`src/core/adcrs_params.svh`:
```
`ifndef ADCRS_PARAMS_SVH
`define ADCRS_PARAMS_SVH
// ----------------------------------------
// register offsets (byte registers)
// ----------------------------------------
`define ADCRS_A_CTRL    3'h0
`define ADCRS_A_CFG     3'h1
`define ADCRS_A_RESL    3'h2
`define ADCRS_A_RESH    3'h3
`define ADCRS_A_STAT    3'h4
`define ADCRS_A_CLR     3'h5
`define ADCRS_A_IEN     3'h6
// ----------------------------------------
// field positions
// ----------------------------------------
`define ADCRS_B_ON      7
`define ADCRS_B_START   6
`define ADCRS_B_DONE    4
`define ADCRS_B_LEFT    5
`define ADCRS_B_DIFF    0
`define ADCRS_S_DONE    0
`define ADCRS_S_SLEEP   1
// ----------------------------------------
// reset values and codes
// ----------------------------------------
`define ADCRS_RST_BYTE  8'h00
`define ADCRS_RST_STAT  2'h0
`define ADCRS_FULL_SE   11'h3ff
`define ADCRS_DIFF_MAX  11'h1ff
`define ADCRS_DIFF_MIN  11'h600
// ----------------------------------------
// conversion lengths in clock cycles
// ----------------------------------------
`define ADCRS_CONV_CYC  5'h0d
`define ADCRS_FIRST_CYC 5'h19
`endif

```
`src/core/adcrs_pkg.sv`:
```
package adcrs_pkg;
  // sleep state that the core announces
  typedef enum logic [1:0] {
    ADCRS_RUN   = 2'b00,
    ADCRS_IDLE  = 2'b01,
    ADCRS_QUIET = 2'b10,
    ADCRS_OTHER = 2'b11
  } adcrs_sleep_t;
  // converter sequencer
  typedef enum logic [0:0] {
    ADCRS_WAIT = 1'b0,
    ADCRS_CONV = 1'b1
  } adcrs_conv_t;
  // core power state
  typedef enum logic [0:0] {
    ADCRS_AWAKE  = 1'b0,
    ADCRS_HALTED = 1'b1
  } adcrs_core_t;
endpackage

```
`src/core/adcrs_if.sv`:
```
`timescale 1ns/1ps
`default_nettype none
interface adcrs_if;
  import adcrs_pkg::*;
  logic [2:0]   addr;       // register address
  logic [7:0]   wdata;      // write data
  logic         wr;         // write strobe
  logic         rd;         // read strobe
  logic [7:0]   rdata;      // read data, cycle after rd
  adcrs_sleep_t sleep_mode; // announced sleep state
  logic         halted;     // core clock stopped
  logic         irq;        // converter interrupt level
  logic         busy;       // conversion running
  modport dev (input addr, wdata, wr, rd, sleep_mode, halted, output rdata, irq, busy);
  modport cpu (output addr, wdata, wr, rd, sleep_mode, halted, input rdata, irq, busy);
endinterface
`default_nettype wire

```
`src/core/adcrs_dev.sv`:
```
// The implementer's own choices: the plain strobed port and the placing of the registers.
`timescale 1ns/1ps
`default_nettype none
`include "adcrs_params.svh"
// Summary of operation
// overrange single-ended input clamps to 0x3FF
// software discards first result after reference change
// software prepares converter before sleep conversion
// halt in idle or quiet sleep starts conversion
// completion interrupt wakes core, runs handler
// completion interrupt raised even after other wake
// core stays awake until next sleep request
// other sleep states leave converter powered
// software recycles enable for valid differential
// digital pins stay still during conversion
// result bytes hold value once done set
// single-ended code is unsigned 0 to 0x3FF
// differential code two's complement 0x200..0x1FF
// result bit 9 is differential sign
// left-align bit selects justification
// justification change shows immediately
// left: high bits 9..2, low bits 1..0 top
// right: low bits 7..0, high bits 9..8
module adcrs_dev
  import adcrs_pkg::*;
(
  // clock and reset
  input  wire logic        clock,
  input  wire logic        rstn,
  // analog front end, already scaled
  input  wire logic [10:0] sample_se,
  input  wire logic [10:0] sample_diff,
  // status towards user
  output logic             powered,
  // core side
  adcrs_if.dev             link
);
  // ----------------------------------------
  // state
  // ----------------------------------------
  adcrs_conv_t st_r, st_nxt;       // sequencer
  logic        on_r, on_nxt;       // converter_on_bit
  logic        first_r, first_nxt; // next conversion is extended
  logic        ien_r, ien_nxt;     // completion interrupt enable (ctrl)
  logic        left_r, left_nxt;   // left_align_bit
  logic        diff_r, diff_nxt;   // differential channel chosen
  logic [4:0]  cnt_r, cnt_nxt;     // cycles left in conversion
  logic [9:0]  res_r, res_nxt;     // raw 10-bit result
  logic [1:0]  stat_r, stat_nxt;   // sticky events
  logic [1:0]  en_r, en_nxt;       // interrupt enables
  logic [7:0]  rd_r, rd_nxt;       // read data
  logic        halt_d_r, halt_d_nxt; // halted seen last cycle
  logic        wr_ctrl;            // write to control
  logic        start_sw;           // software start
  logic        start_slp;          // sleep start
  logic        finish;             // conversion ends now
  logic [1:0]  clr;                // clear bits this cycle
  logic [15:0] fmt;                // presented result bytes

  // ----------------------------------------
  // functions
  // ----------------------------------------
  // place the 10-bit result in the two bytes
  function automatic logic [15:0] place(input logic [9:0] r, input logic left);
    if (left) begin
      place = {r, 6'h00};
    end else begin
      place = {6'h00, r};
    end
  endfunction

  // clamp the sampled value to the legal code range
  function automatic logic [9:0] clamp(input logic [10:0] se, input logic [10:0] df, input logic d);
    if (d) begin
      // signed 11-bit difference into 10-bit two's complement
      if (!df[10] && df > `ADCRS_DIFF_MAX) begin
        clamp = 10'(`ADCRS_DIFF_MAX);
      end else if (df[10] && df < `ADCRS_DIFF_MIN) begin
        clamp = 10'h200;
      end else begin
        clamp = df[9:0];
      end
    end else begin
      if (se > `ADCRS_FULL_SE) begin
        clamp = 10'h3ff;
      end else begin
        clamp = se[9:0];
      end
    end
  endfunction

  // ----------------------------------------
  // next state
  // ----------------------------------------
  always_comb begin
    st_nxt     = st_r;
    on_nxt     = on_r;
    first_nxt  = first_r;
    ien_nxt    = ien_r;
    left_nxt   = left_r;
    diff_nxt   = diff_r;
    cnt_nxt    = cnt_r;
    res_nxt    = res_r;
    en_nxt     = en_r;
    halt_d_nxt = link.halted;
    clr        = 2'h0;
    wr_ctrl    = link.wr && link.addr == `ADCRS_A_CTRL;
    start_sw   = 1'b0;
    start_slp  = 1'b0;
    finish     = 1'b0;
    // register writes
    if (wr_ctrl) begin
      on_nxt  = link.wdata[`ADCRS_B_ON];
      ien_nxt = link.wdata[3];
      if (link.wdata[`ADCRS_B_ON] && !on_r) begin
        first_nxt = 1'b1;
      end
      if (link.wdata[`ADCRS_B_DONE]) begin
        clr[`ADCRS_S_DONE] = 1'b1;
      end
      start_sw = link.wdata[`ADCRS_B_START] && link.wdata[`ADCRS_B_ON];
    end
    if (link.wr && link.addr == `ADCRS_A_CFG) begin
      left_nxt = link.wdata[`ADCRS_B_LEFT];
      diff_nxt = link.wdata[`ADCRS_B_DIFF];
    end
    if (link.wr && link.addr == `ADCRS_A_CLR) begin
      clr = clr | link.wdata[1:0];
    end
    if (link.wr && link.addr == `ADCRS_A_IEN) begin
      en_nxt = link.wdata[1:0];
    end
    // start on the halt edge in idle or quiet sleep only
    start_slp = link.halted && !halt_d_r && on_r
             && (link.sleep_mode == ADCRS_IDLE || link.sleep_mode == ADCRS_QUIET);
    // sequencer
    unique case (st_r)
      ADCRS_WAIT: begin
        if (start_sw || start_slp) begin
          st_nxt    = ADCRS_CONV;
          cnt_nxt   = first_nxt ? `ADCRS_FIRST_CYC : `ADCRS_CONV_CYC;
          first_nxt = 1'b0;
        end
      end
      ADCRS_CONV: begin
        if (wr_ctrl && !link.wdata[`ADCRS_B_ON]) begin
          st_nxt = ADCRS_WAIT;                    // switched off: abort
        end else if (cnt_r == 5'h01) begin
          st_nxt  = ADCRS_WAIT;
          finish  = 1'b1;
          res_nxt = clamp(sample_se, sample_diff, diff_r);
        end else begin
          cnt_nxt = cnt_r - 5'h01;
        end
      end
    endcase
    // sticky events; a set wins over a clear
    stat_nxt = stat_r & ~clr;
    if (finish) begin
      stat_nxt[`ADCRS_S_DONE] = 1'b1;
    end
    if (start_slp && st_r == ADCRS_WAIT) begin
      stat_nxt[`ADCRS_S_SLEEP] = 1'b1;
    end
    // read mux, data the cycle after the strobe
    fmt   = place(res_r, left_r);
    rd_nxt = `ADCRS_RST_BYTE;
    if (link.rd) begin
      unique case (link.addr)
        `ADCRS_A_CTRL: rd_nxt = {on_r, st_r == ADCRS_CONV, 1'b0, stat_r[`ADCRS_S_DONE], ien_r, 3'h0};
        `ADCRS_A_CFG:  rd_nxt = {2'h0, left_r, 4'h0, diff_r};
        `ADCRS_A_RESL: rd_nxt = fmt[7:0];
        `ADCRS_A_RESH: rd_nxt = fmt[15:8];
        `ADCRS_A_STAT: rd_nxt = {6'h00, stat_r};
        `ADCRS_A_IEN:  rd_nxt = {6'h00, en_r};
        default:       rd_nxt = `ADCRS_RST_BYTE;  // clear register and unmapped
      endcase
    end
  end

  // ----------------------------------------
  // registers
  // ----------------------------------------
  always_ff @(posedge clock or negedge rstn) begin
    if (!rstn) begin
      st_r     <= ADCRS_WAIT;
      on_r     <= 1'b0;
      first_r  <= 1'b0;
      ien_r    <= 1'b0;
      left_r   <= 1'b0;
      diff_r   <= 1'b0;
      cnt_r    <= 5'h00;
      res_r    <= 10'h000;
      stat_r   <= `ADCRS_RST_STAT;
      en_r     <= `ADCRS_RST_STAT;
      rd_r     <= `ADCRS_RST_BYTE;
      halt_d_r <= 1'b0;
    end else begin
      st_r     <= st_nxt;
      on_r     <= on_nxt;
      first_r  <= first_nxt;
      ien_r    <= ien_nxt;
      left_r   <= left_nxt;
      diff_r   <= diff_nxt;
      cnt_r    <= cnt_nxt;
      res_r    <= res_nxt;
      stat_r   <= stat_nxt;
      en_r     <= en_nxt;
      rd_r     <= rd_nxt;
      halt_d_r <= halt_d_nxt;
    end
  end

  // ----------------------------------------
  // outputs
  // ----------------------------------------
  // done raises the line through either enable
  assign link.irq   = |(stat_r & en_r) || (stat_r[`ADCRS_S_DONE] && ien_r);
  assign link.busy  = (st_r == ADCRS_CONV);
  assign link.rdata = rd_r;
  assign powered    = on_r;
endmodule
`default_nettype wire

```
`src/flat_wrapper.sv`:
```
// flat-port wrapper written by rule: the top's interface ports become plain ports
module adcrs_dev_flat import adcrs_pkg::*;
  (clock, rstn, sample_se, sample_diff, powered, link_addr, link_wdata, link_wr, link_rd, link_sleep_mode, link_halted, link_rdata, link_irq, link_busy);
  adcrs_if link_i ();
  input  wire logic clock;
  input  wire logic rstn;
  input  wire logic [10:0] sample_se;
  input  wire logic [10:0] sample_diff;
  output logic powered;
  input wire logic [$bits(link_i.addr)-1:0] link_addr;
  input wire logic [$bits(link_i.wdata)-1:0] link_wdata;
  input wire logic [$bits(link_i.wr)-1:0] link_wr;
  input wire logic [$bits(link_i.rd)-1:0] link_rd;
  input wire logic [$bits(link_i.sleep_mode)-1:0] link_sleep_mode;
  input wire logic [$bits(link_i.halted)-1:0] link_halted;
  output wire logic [$bits(link_i.rdata)-1:0] link_rdata;
  output wire logic [$bits(link_i.irq)-1:0] link_irq;
  output wire logic [$bits(link_i.busy)-1:0] link_busy;
  assign link_i.addr = link_addr;
  assign link_i.wdata = link_wdata;
  assign link_i.wr = link_wr;
  assign link_i.rd = link_rd;
  assign link_i.sleep_mode = link_sleep_mode;
  assign link_i.halted = link_halted;
  assign link_rdata = link_i.rdata;
  assign link_irq = link_i.irq;
  assign link_busy = link_i.busy;
  adcrs_dev u_core (.clock(clock), .rstn(rstn), .sample_se(sample_se), .sample_diff(sample_diff), .powered(powered), .link(link_i));
endmodule
```
`config.mk`:
```
export PLATFORM = sky130hd
export DESIGN_NAME = adcrs_dev_flat
export DESIGN_NICKNAME = d
export VERILOG_FILES = /design/src/core/adcrs_pkg.sv /design/src/core/adcrs_if.sv /design/src/core/adcrs_dev.sv /design/src/flat_wrapper.sv
export VERILOG_INCLUDE_DIRS = /design/src /design/src/core
export SDC_FILE = /design/constraint.sdc
export NUM_CORES = 1
export LEC_CHECK = 0
export ABC_AREA = 1
export BUFFER_PORTS_ARGS = -buffer_cell sky130_fd_sc_hd__buf_2
export CAP_MARGIN = 20
export CORE_ASPECT_RATIO = 0.7
export CORE_MARGIN = 8
export CORE_UTILIZATION = 47
export DETAILED_ROUTE_END_ITERATION = 8
export HOLD_SLACK_MARGIN = 0.03
export PLACE_DENSITY = 0.77
export SETUP_SLACK_MARGIN = 0.2
export SLEW_MARGIN = 20
export SYNTH_ARGS = -nofsm -noshare
export SYNTH_HDL_FRONTEND = slang
export SYNTH_SLANG_ARGS = --single-unit
```
`constraint.sdc`:
```
create_clock -name clock -period 3.1 [get_ports clock]
set_input_delay 0.62 -clock clock [delete_from_list [all_inputs] [get_ports clock]]
set_output_delay 0.62 -clock clock [all_outputs]
set_load 0.02 [all_outputs]
```
==> flow_metrics.py, run 1 <==
metrics = {
    "sta": {
        "sum_of_negative_setup_slack_ns": 0,
        "report.final.slew_viol_count": 0,
        "unrepaired_setup_endpoints_after_global_routing": "false",
        "final.min_clock_period_ns": 1.717,
        "finalClockSkew_ns": 0.005725,
        "finalSetupViolations": 0,
        "final.setup.worst_slack_ns": 1.383,
        "slew-limit-headroom": 0.5105,
        "final.period_utilization": 0.5540,
        "worstMarginPinSlew_ns": 0.7342,
        "finalHoldViolCount": 0,
        "max_freq_mhz": 582.2,
    },
    "pwr": {
        "design_power_total_mw": 1.597,
        "cellPowerDensity_mw_per_mm2": 687.8,
        "static-leakage-power_nw": 1.251,
        "irDropWorstVdd_v": 0.0003070,
    },
    "grt": {
        "initial_antenna_violation_count": 0,
        "grt_overflow_total": 0,
        "first_global_vias": 1792,
        "grt_start_max_net_pins": 35,
        "global_route_wire_length_before_repair_um": 8204,
        "all_layer_global_routing_usage": 0.1546,
    },
    "setup_path": {
        "cp.depth": 1,
        "worstReg2RegStart": "u_core.cnt_r[1]",
        "worstReg2RegEnd": "u_core.res_r[6]",
        "cp-end-kind": "output port",
        "cp_max_fo": 9,
        "rrSetupSlack_ns": 1.62,
        "critical-path-slowest-cell": "sky130_fd_sc_hd__dfrtp_1",
        "cpLargestDelayFamily": "flip-flops",
        "crit_arrival_ns": 1.10,
        "worstPathCellList": "buf_2",
        "critical_path_buffers_and_inverters": 1,
        "worst_ep_required_time_ns": 2.48,
        "worstRegToRegCells": 8,
        "setup.worst_path.class": "reg2out",
        "worst_setup_path_start_kind": "flop",
        "crit_path_max_incr_delay_ns": 0.57,
    },
    "cts": {
        "cts_made_buffers": 5,
        "worst_skew_pair.late_latency_ns": 0.29,
        "post_cts_hold_buffer_count": 0,
        "clock-sinks": 34,
        "clkTransAtPathRegs_ns": 0.06,
        "h-tree-depth": 2,
        "max-clock-path-buffers": 2,
        "cts-resized-gates": 0,
        "tritoncts": "built",
        "post_cts_setup_repair_buffer_count": 0,
        "ctsRootBufferMaster": "sky130_fd_sc_hd__clkbuf_8",
    },
    "floorplan": {
        "floorplan.rows": 19,
        "die_height_um": 70.26,
        "starting_density": 0.4980,
        "die-area_mm2": 0.006570,
        "floorplan.core_area_mm2": 0.003970,
        "top_level_ports": 51,
        "die_width_um": 93.52,
    },
    "synth": {
        "synth_cell_type_count": 33,
        "synth_sequential_area_ratio": 0.4304,
        "synth.cell_area_mm2": 0.001977,
        "synth-warning-count": 0,
        "synth-seq-cells": 34,
        "synth_nets": 311,
        "synthCells": 269,
        "yosys-top-cells-area": "sky130_fd_sc_hd__dfrtp_1 (43%), sky130_fd_sc_hd__nand2_1 (17%), sky130_fd_sc_hd__o21ai_0 (7.8%)",
        "yosysTopAreaCell": "sky130_fd_sc_hd__dfrtp_1",
        "synth_top_area_share": 0.4304,
        "synth.avg_cell_area_um2": 7.349,
    },
    "final_layout": {
        "final_layout_size_suffix_gt1_frac": 0.2296,
        "diodes": 0,
        "mostFrequentLayoutCell": "sky130_fd_sc_hd__nand2_1",
        "layout-area-overhead-vs-synth_pct": 17.47,
        "mostFrequentLayoutCells": "sky130_fd_sc_hd__nand2_1 (90), sky130_fd_sc_hd__buf_2 (49), sky130_fd_sc_hd__dfrtp_1 (34), sky130_fd_sc_hd__o21ai_0 (31), sky130_fd_sc_hd__inv_1 (30)",
        "final_net_count": 360,
        "final_design_area_excluding_fillers_mm2": 0.002322,
        "finish.cell_count_without_fillers": 370,
    },
    "route": {
        "drt_pre_antenna_iters": 4,
        "routed_wirelength_um": 4720,
        "drc": 0,
        "detailedRoute.firstIterationViolations": 161,
        "via_per_inst": 5.046,
        "detail_route.wl_per_cell_um": 12.76,
        "postRouteAntennaNets": 0,
        "route.vias.total": 1867,
    },
    "place": {
        "dp_hpwl_um": 3800,
        "place.gp.congestion": 0.8579,
        "setup_slack_placement_ns": 1.336,
        "buffer_ports.inserted": 49,
        "dpl.cell_count": 363,
        "place_area_mm2": 0.002246,
    },
    "worst_hold_path": {
        "min_path_type": "in2async",
    },
    "job": {
        "max_cap_violations": 0,
    },
    "run_status": {
        "outcome": "finished, final reports clean",
    },
}
==> cell usage after synthesis <==
cell,number
sky130_fd_sc_hd__nand4_2,1
sky130_fd_sc_hd__buf_6,1
sky130_fd_sc_hd__o21ai_2,5
sky130_fd_sc_hd__inv_1,30
sky130_fd_sc_hd__nand3_4,1
sky130_fd_sc_hd__inv_4,1
sky130_fd_sc_hd__o21ai_0,31
sky130_fd_sc_hd__nand4_1,3
sky130_fd_sc_hd__a21boi_0,1
sky130_fd_sc_hd__a31oi_1,1
sky130_fd_sc_hd__nor2_2,3
sky130_fd_sc_hd__buf_1,1
sky130_fd_sc_hd__nor2_1,15
sky130_fd_sc_hd__inv_2,3
sky130_fd_sc_hd__o211ai_1,4
sky130_fd_sc_hd__o21bai_1,1
sky130_fd_sc_hd__clkbuf_1,1
sky130_fd_sc_hd__ha_1,2
sky130_fd_sc_hd__nand3_2,2
sky130_fd_sc_hd__nand2_1,90
sky130_fd_sc_hd__nor2_4,1
sky130_fd_sc_hd__nor3_4,1
sky130_fd_sc_hd__nand3_1,19
sky130_fd_sc_hd__or2_0,1
sky130_fd_sc_hd__a21oi_1,5
sky130_fd_sc_hd__nor3_1,3
sky130_fd_sc_hd__a22oi_1,1
sky130_fd_sc_hd__buf_4,1
sky130_fd_sc_hd__and2_1,1
sky130_fd_sc_hd__buf_2,3
sky130_fd_sc_hd__dfrtp_1,34
sky130_fd_sc_hd__xor2_1,1
sky130_fd_sc_hd__or2_2,1
==> registers in the layout, summed over array words and instances, names as in the netlist <==
name and flops:
u_core.link.busy 1, u_core.powered 1, u_core.cnt_r 5, u_core.stat_r 2, u_core.ien_r 1, u_core.halt_d_r 1
u_core.en_r 2, u_core.diff_r 1, u_core.link.rdata 8, u_core.first_r 1, u_core.left_r 1, u_core.res_r 10
==> cell families after synthesis <==
family	share of synthesized area
adder cells (fa/ha/maj)	0.01266
AND/OR/NAND/NOR	0.3228
XOR/XNOR	0.004431
flip-flops	0.4304
AO/OA/AOI/OAI	0.1430
buffers and inverters	0.08671
==> through the flow <==
stage / utilization / hold WS (ns)
after floorplan: - / 0.3244
after global placement: 0.5657 / 0.5072
after detailed placement: 0.5657 / 0.5000
after CTS: 0.5849 / 0.4141
after global routing: 0.5849 / 0.4566
final: 0.5849 / 0.3941
==> power breakdown <==
group          internal, mW  switching, mW  total, mW
registers             0.582          0.136      0.718
logic                 0.221          0.360      0.581
clock network         0.154          0.144      0.298
==> area by class of cell <==
cell class / count / area [um2]
Multi-Input combinational cell: 194 / 954.7
Tap cell: 52 / 65.06
Inverter: 34 / 130.1
Fill cell: 370 / 1648
Timing Repair Buffer: 49 / 245.2
Clock buffer: 7 / 76.32
Sequential cell: 34 / 850.8
==> layer usage <==
layer / track usage / vias to the layer above / wire (um)
met5: 0 / - / 0
met4: 0.06940 / 0 / 91
met3: 0.03949 / 10 / 361
met2: 0.2098 / 56 / 1940
met1: 0.2207 / 841 / 2326
li1: - / 960 / -
==> how the worst max path moves through the flow <==
| stage | slack [ns] | end | from |
|---|---|---|---|
| after floorplan | 1.60 | u_core.res_r[0] | link_addr[2] |
| after global placement | 1.38 | u_core.first_r | link_addr[1] |
| after detailed placement | 1.34 | u_core.cnt_r[0] | link_addr[1] |
| after CTS | 1.39 | link_busy | u_core.link.busy |
| after global routing | 1.29 | link_irq | u_core.en_r[0] |
| final | 1.38 | link_busy | u_core.link.busy |
(Power assumes the default switching activity.)
==> run 2, diff against run 1 <==
==> constraint.sdc (replaced) <==
create_clock -name clock -period 1.6 [get_ports clock]
set_input_delay 0.32 -clock clock [delete_from_list [all_inputs] [get_ports clock]]
set_output_delay 0.32 -clock clock [all_outputs]
set_load 0.02 [all_outputs]
==> flow_metrics.py, run 2 (same netlist as run 1, synthesis figures left out) <==
metrics = {
    "sta": {
        "slew-limit-headroom": 0.6906,
        "finalHoldViolCount": 0,
        "unrepaired_setup_endpoints_after_global_routing": "true",
        "max_freq_mhz": 721.3,
        "final.period_utilization": 0.8665,
        "final.min_clock_period_ns": 1.386,
        "report.final.slew_viol_count": 0,
        "sum_of_negative_setup_slack_ns": 0,
        "final.setup.worst_slack_ns": 0.2136,
        "worstMarginPinSlew_ns": 0.4624,
        "finalClockSkew_ns": 0.006509,
        "finalSetupViolations": 0,
    },
    "cts": {
        "clkTransAtPathRegs_ns": 0.07,
        "cts_made_buffers": 5,
        "worst_skew_pair.late_latency_ns": 0.29,
        "tritoncts": "built",
        "ctsRootBufferMaster": "sky130_fd_sc_hd__clkbuf_8",
        "max-clock-path-buffers": 2,
        "h-tree-depth": 2,
        "clock-sinks": 34,
    },
    "job": {
        "max_cap_violations": 0,
    },
    "pwr": {
        "internal-power_mw": 2.079,
        "cellPowerDensity_mw_per_mm2": 1380,
        "comb_power_share": 0.420,
        "switchingPower_mw": 1.401,
        "irDropWorstVdd_v": 0.0009089,
        "power.share.sequential": 0.393,
        "power.clock.fraction": 0.187,
        "static-leakage-power_nw": 1.324,
        "power.switching_fraction": 0.4026,
    },
    "route": {
        "route.vias.total": 1964,
        "via_per_inst": 5.141,
        "routed_wirelength_um": 4988,
        "detailedRoute.firstIterationViolations": 193,
        "detail_route.wl_per_cell_um": 13.06,
        "postRouteAntennaNets": 0,
        "drt_pre_antenna_iters": 4,
        "drc": 0,
    },
    "floorplan": {
        "die_height_um": 70.26,
        "floorplan.core_area_mm2": 0.003970,
        "top_level_ports": 51,
        "floorplan.rows": 19,
        "die_width_um": 93.52,
        "die-area_mm2": 0.006570,
        "starting_density": 0.4980,
    },
    "place": {
        "place.gp.congestion": 0.8798,
        "buffer_ports.inserted": 49,
        "setup_slack_placement_ns": 0.1660,
        "dp_hpwl_um": 3820,
    },
    "run_status": {
        "outcome": "finished, final reports clean",
    },
    "setup_path": {
        "setup.worst_path.class": "reg2reg",
        "worst_ep_required_time_ns": 1.79,
        "crit_arrival_ns": 1.57,
        "cp-end-kind": "flop",
        "worst_setup_path_start_kind": "flop",
        "cp_max_fo": 5,
    },
    "grt": {
        "grt_start_max_net_pins": 35,
        "all_layer_global_routing_usage": 0.1616,
        "initial_antenna_violation_count": 0,
        "grt_overflow_total": 0,
        "first_global_vias": 1805,
        "global_route_wire_length_before_repair_um": 8480,
    },
    "final_layout": {
        "layout-area-overhead-vs-synth_pct": 27.53,
        "final_net_count": 371,
        "largest_register_ff_count": 10,
        "mostFrequentLayoutCell": "sky130_fd_sc_hd__nand2_1",
        "max_flop_register": "u_core.res_r",
        "final_layout_size_suffix_gt1_frac": 0.2970,
        "mostFrequentLayoutCells": "sky130_fd_sc_hd__nand2_1 (87), sky130_fd_sc_hd__buf_2 (48), sky130_fd_sc_hd__dfrtp_1 (33), sky130_fd_sc_hd__o21ai_0 (30), sky130_fd_sc_hd__inv_1 (26)",
        "diodes": 0,
    },
    "worst_hold_path": {
        "min_path_type": "in2reg",
    },
}
run 2: final cells by class:
| type | count | area (um2) |
|---|---|---|
| timing repair buffer | 59 | 341.6 |
| clock buffer | 7 | 86.33 |
| multi-input combinational | 194 | 1022 |
| tap | 52 | 65.06 |
| fill | 353 | 1449 |
| inverter | 34 | 140.1 |
| timing repair inverter | 1 | 8.758 |
| clock inverter | 1 | 5.005 |
| sequential | 34 | 852.1 |
run 2: timing repair:
action	CTS	global route
gates cloned	0	1
hold buffers	1	0
pin swaps	1	5
buffers inserted	0	4
setup endpoints to repair	11	16
endpoints found under the hold margin	34	0
gates resized for setup	4	21
run 2: routing by layer:
| metal | GRT usage | part of all wire | vias up |
|---|---|---|---|
| met3 | 0.04696 | 0.073 | 10 |
| met5 | 0 | 0 | - |
| li1 | - | - | 983 |
| met2 | 0.2168 | 0.42 | 61 |
| met4 | 0.07473 | 0.023 | 0 |
| met1 | 0.2286 | 0.48 | 910 |
run 2: power by group through the flow:
stage,sequential (mW),clock (mW),combinational (mW)
6_report,1.37,0.650,1.46
5_1_grt,1.40,0.711,1.67
4_1_cts,1.33,0.662,1.22
3_5_place_dp,1.34,0,1.21
3_3_place_gp,1.34,0,1.18
2_1_floorplan,1.33,0,0.862
run 2: path summary, 6_finish.rpt:
check                                         to  slack (ns)  cells past startpoint            start
worst min register to register   u_core.res_r[4]        0.54                      2  u_core.res_r[4]
max in group asynchronous        u_core.cnt_r[0]        0.91                      3             rstn
worst min-delay path             u_core.halt_d_r        0.15                      1      link_halted
min in group asynchronous       u_core.stat_r[0]        0.51                      3             rstn
worst max register to register   u_core.cnt_r[0]        0.21                      7  u_core.cnt_r[1]
worst max-delay path             u_core.cnt_r[0]        0.21                      7  u_core.cnt_r[1]
run 2: metrics by stage:
step / utilization / instances / area [um2] / power (mW) / hold WS, ns
after global placement: 0.5783 / 368 / 2296 / 2.520 / 0.2890
after global routing: 0.6350 / 382 / 2521 / 3.786 / 0.1471
after CTS: 0.6057 / 377 / 2405 / 3.221 / 0.1460
after detailed placement: 0.5783 / 368 / 2296 / 2.557 / 0.2894
final: 0.6350 / 382 / 2521 / 3.479 / 0.1503
after floorplan: - / 269 / 1977 / 2.189 / 0.02441
run 2: critical path, cell delays in order (launching register included):
cell	delay (ns)
sky130_fd_sc_hd__dfrtp_1	0.40
sky130_fd_sc_hd__inv_2	0.10
sky130_fd_sc_hd__ha_4	0.15
sky130_fd_sc_hd__nand4_1	0.16
sky130_fd_sc_hd__nand3_4	0.15
sky130_fd_sc_hd__nand3_2	0.14
sky130_fd_sc_hd__nand2_1	0.11
sky130_fd_sc_hd__nand2_1	0.06
==> run 3, diff against run 2 <==
--- a/config.mk
+++ b/config.mk
@@ -12,6 +12,7 @@
 export CORE_ASPECT_RATIO = 0.7
 export CORE_MARGIN = 8
 export CORE_UTILIZATION = 47
+export CTS_BUF_LIST = sky130_fd_sc_hd__clkbuf_16
 export DETAILED_ROUTE_END_ITERATION = 8
 export HOLD_SLACK_MARGIN = 0.03
 export PLACE_DENSITY = 0.77
==> flow_metrics.py, run 3 (same netlist as run 1, synthesis figures left out) <==
metrics = {
    "route": {
        "detail_route.wl_per_cell_um": 13.19,
        "route.vias.total": 1962,
        "drt_pre_antenna_iters": 4,
        "drc": 0,
        "via_per_inst": 5.123,
        "postRouteAntennaNets": 0,
        "routed_wirelength_um": 5051,
        "detailedRoute.firstIterationViolations": 143,
    },
    "cts": {
        "cts_made_buffers": 5,
        "max-clock-path-buffers": 2,
        "worst_skew_pair.late_latency_ns": 0.28,
        "clock-sinks": 34,
        "tritoncts": "built",
        "h-tree-depth": 2,
        "ctsRootBufferMaster": "sky130_fd_sc_hd__clkbuf_16",
        "clkTransAtPathRegs_ns": 0.05,
    },
    "sta": {
        "unrepaired_setup_endpoints_after_global_routing": "true",
        "max_freq_mhz": 725.7,
        "finalClockSkew_ns": 0.005881,
        "worstMarginPinSlew_ns": 0.4621,
        "final.min_clock_period_ns": 1.378,
        "report.final.slew_viol_count": 0,
        "slew-limit-headroom": 0.6908,
        "finalSetupViolations": 0,
        "final.period_utilization": 0.8613,
        "sum_of_negative_setup_slack_ns": 0,
        "finalHoldViolCount": 0,
        "hold_slack_ns": 0.1670,
        "final.setup.worst_slack_ns": 0.2220,
    },
    "grt": {
        "global_route_wire_length_before_repair_um": 8487,
        "grt_overflow_total": 0,
        "grt_start_max_net_pins": 35,
        "all_layer_global_routing_usage": 0.1629,
        "first_global_vias": 1811,
        "initial_antenna_violation_count": 0,
    },
    "final_layout": {
        "largest_register_ff_count": 10,
        "mostFrequentLayoutCell": "sky130_fd_sc_hd__nand2_1",
        "diodes": 0,
        "max_flop_register": "u_core.res_r",
        "post-route-util": 0.6480,
        "final_net_count": 372,
        "finish.cell_count_without_fillers": 383,
        "layout-area-overhead-vs-synth_pct": 30.13,
        "final_design_area_excluding_fillers_mm2": 0.002572,
        "final_layout_size_suffix_gt1_frac": 0.2991,
        "mostFrequentLayoutCells": "sky130_fd_sc_hd__nand2_1 (87), sky130_fd_sc_hd__buf_2 (49), sky130_fd_sc_hd__dfrtp_1 (33), sky130_fd_sc_hd__o21ai_0 (29), sky130_fd_sc_hd__inv_1 (27)",
    },
    "place": {
        "dpl.cell_count": 368,
        "place.gp.congestion": 0.8798,
        "place_area_mm2": 0.002296,
        "setup_slack_placement_ns": 0.1660,
        "dp_hpwl_um": 3820,
        "buffer_ports.inserted": 49,
    },
    "worst_hold_path": {
        "min_path_type": "in2reg",
    },
    "setup_path": {
        "crit_arrival_ns": 1.55,
        "setup.worst_path.end": "u_core.cnt_r[0]",
        "cp-startpoint": "u_core.cnt_r[1]",
        "cp_max_fo": 5,
        "worstReg2RegStart": "u_core.cnt_r[1]",
        "worst_setup_path_start_kind": "flop",
        "worstReg2RegEnd": "u_core.cnt_r[0]",
        "rrSetupSlack_ns": 0.22,
        "cp-end-kind": "flop",
        "setup.worst_path.class": "reg2reg",
        "worst_ep_required_time_ns": 1.77,
        "worstRegToRegCells": 7,
    },
    "floorplan": {
        "floorplan.rows": 19,
        "die_height_um": 70.26,
        "top_level_ports": 51,
        "die-area_mm2": 0.006570,
        "floorplan.core_area_mm2": 0.003970,
        "die_width_um": 93.52,
        "starting_density": 0.4980,
    },
    "job": {
        "max_cap_violations": 0,
    },
    "pwr": {
        "static-leakage-power_nw": 1.353,
        "irDropWorstVdd_v": 0.0009539,
        "cellPowerDensity_mw_per_mm2": 1456,
        "design_power_total_mw": 3.746,
    },
    "run_status": {
        "outcome": "finished, final reports clean",
    },
}
## run 3: worst max-delay path: stages, from the launching register on
cell and delay [ns]:
sky130_fd_sc_hd__dfrtp_1 0.40, sky130_fd_sc_hd__inv_2 0.10, sky130_fd_sc_hd__ha_4 0.15, sky130_fd_sc_hd__nand4_1 0.16, sky130_fd_sc_hd__nand3_4 0.15, sky130_fd_sc_hd__nand3_2 0.14
sky130_fd_sc_hd__nand2_1 0.11, sky130_fd_sc_hd__nand2_1 0.06
## run 3: power by group
| part | internal [mW] | switching (mW) | total [mW] | leakage (nW) |
|---|---|---|---|---|
| combinational | 0.602 | 0.874 | 1.48 | 0.858 |
| sequential | 1.13 | 0.244 | 1.38 | 0.422 |
| clock | 0.561 | 0.332 | 0.893 | 0.0724 |
| total | 2.30 | 1.45 | 3.75 | 1.35 |
## run 3: layout make-up
type                       instances  area [um2]
timing repair inverter             1       8.758
clock buffer                       5       125.1
multi-input combinational        194        1026
sequential                        34       852.1
fill                             340        1398
timing repair buffer              60       342.8
clock inverter                     3       12.51
inverter                          34       140.1
tap                               52       65.06
## run 3: worst min path at each step
stage / startpoint / end / slack (ns) / depth (start not counted)
finish: link_halted / u_core.halt_d_r / 0.17 / 1
global route: link_halted / u_core.halt_d_r / 0.16 / 1
CTS: link_halted / u_core.halt_d_r / 0.16 / 1
detailed placement: rstn / u_core.link.rdata[4] / 0.29 / 2
global placement: rstn / u_core.link.rdata[2] / 0.29 / 2
floorplan: rstn / u_core.cnt_r[0] / 0.02 / 0
## run 3: metal layers
metal,global-route usage,part of all wire
met3,0.06617,0.069
met2,0.2192,0.43
met4,0.05338,0.011
met1,0.2266,0.49
met5,0,0
## run 3: what timing repair did
item | 4_1_cts | 5_1_grt
gates cloned | 0 | 1
buffers inserted | 0 | 5
setup endpoints to repair | 11 | 16
hold buffers | 1 | 0
pin swaps | 1 | 3
gates resized for setup | 4 | 21
hold endpoints to repair | 34 | 0
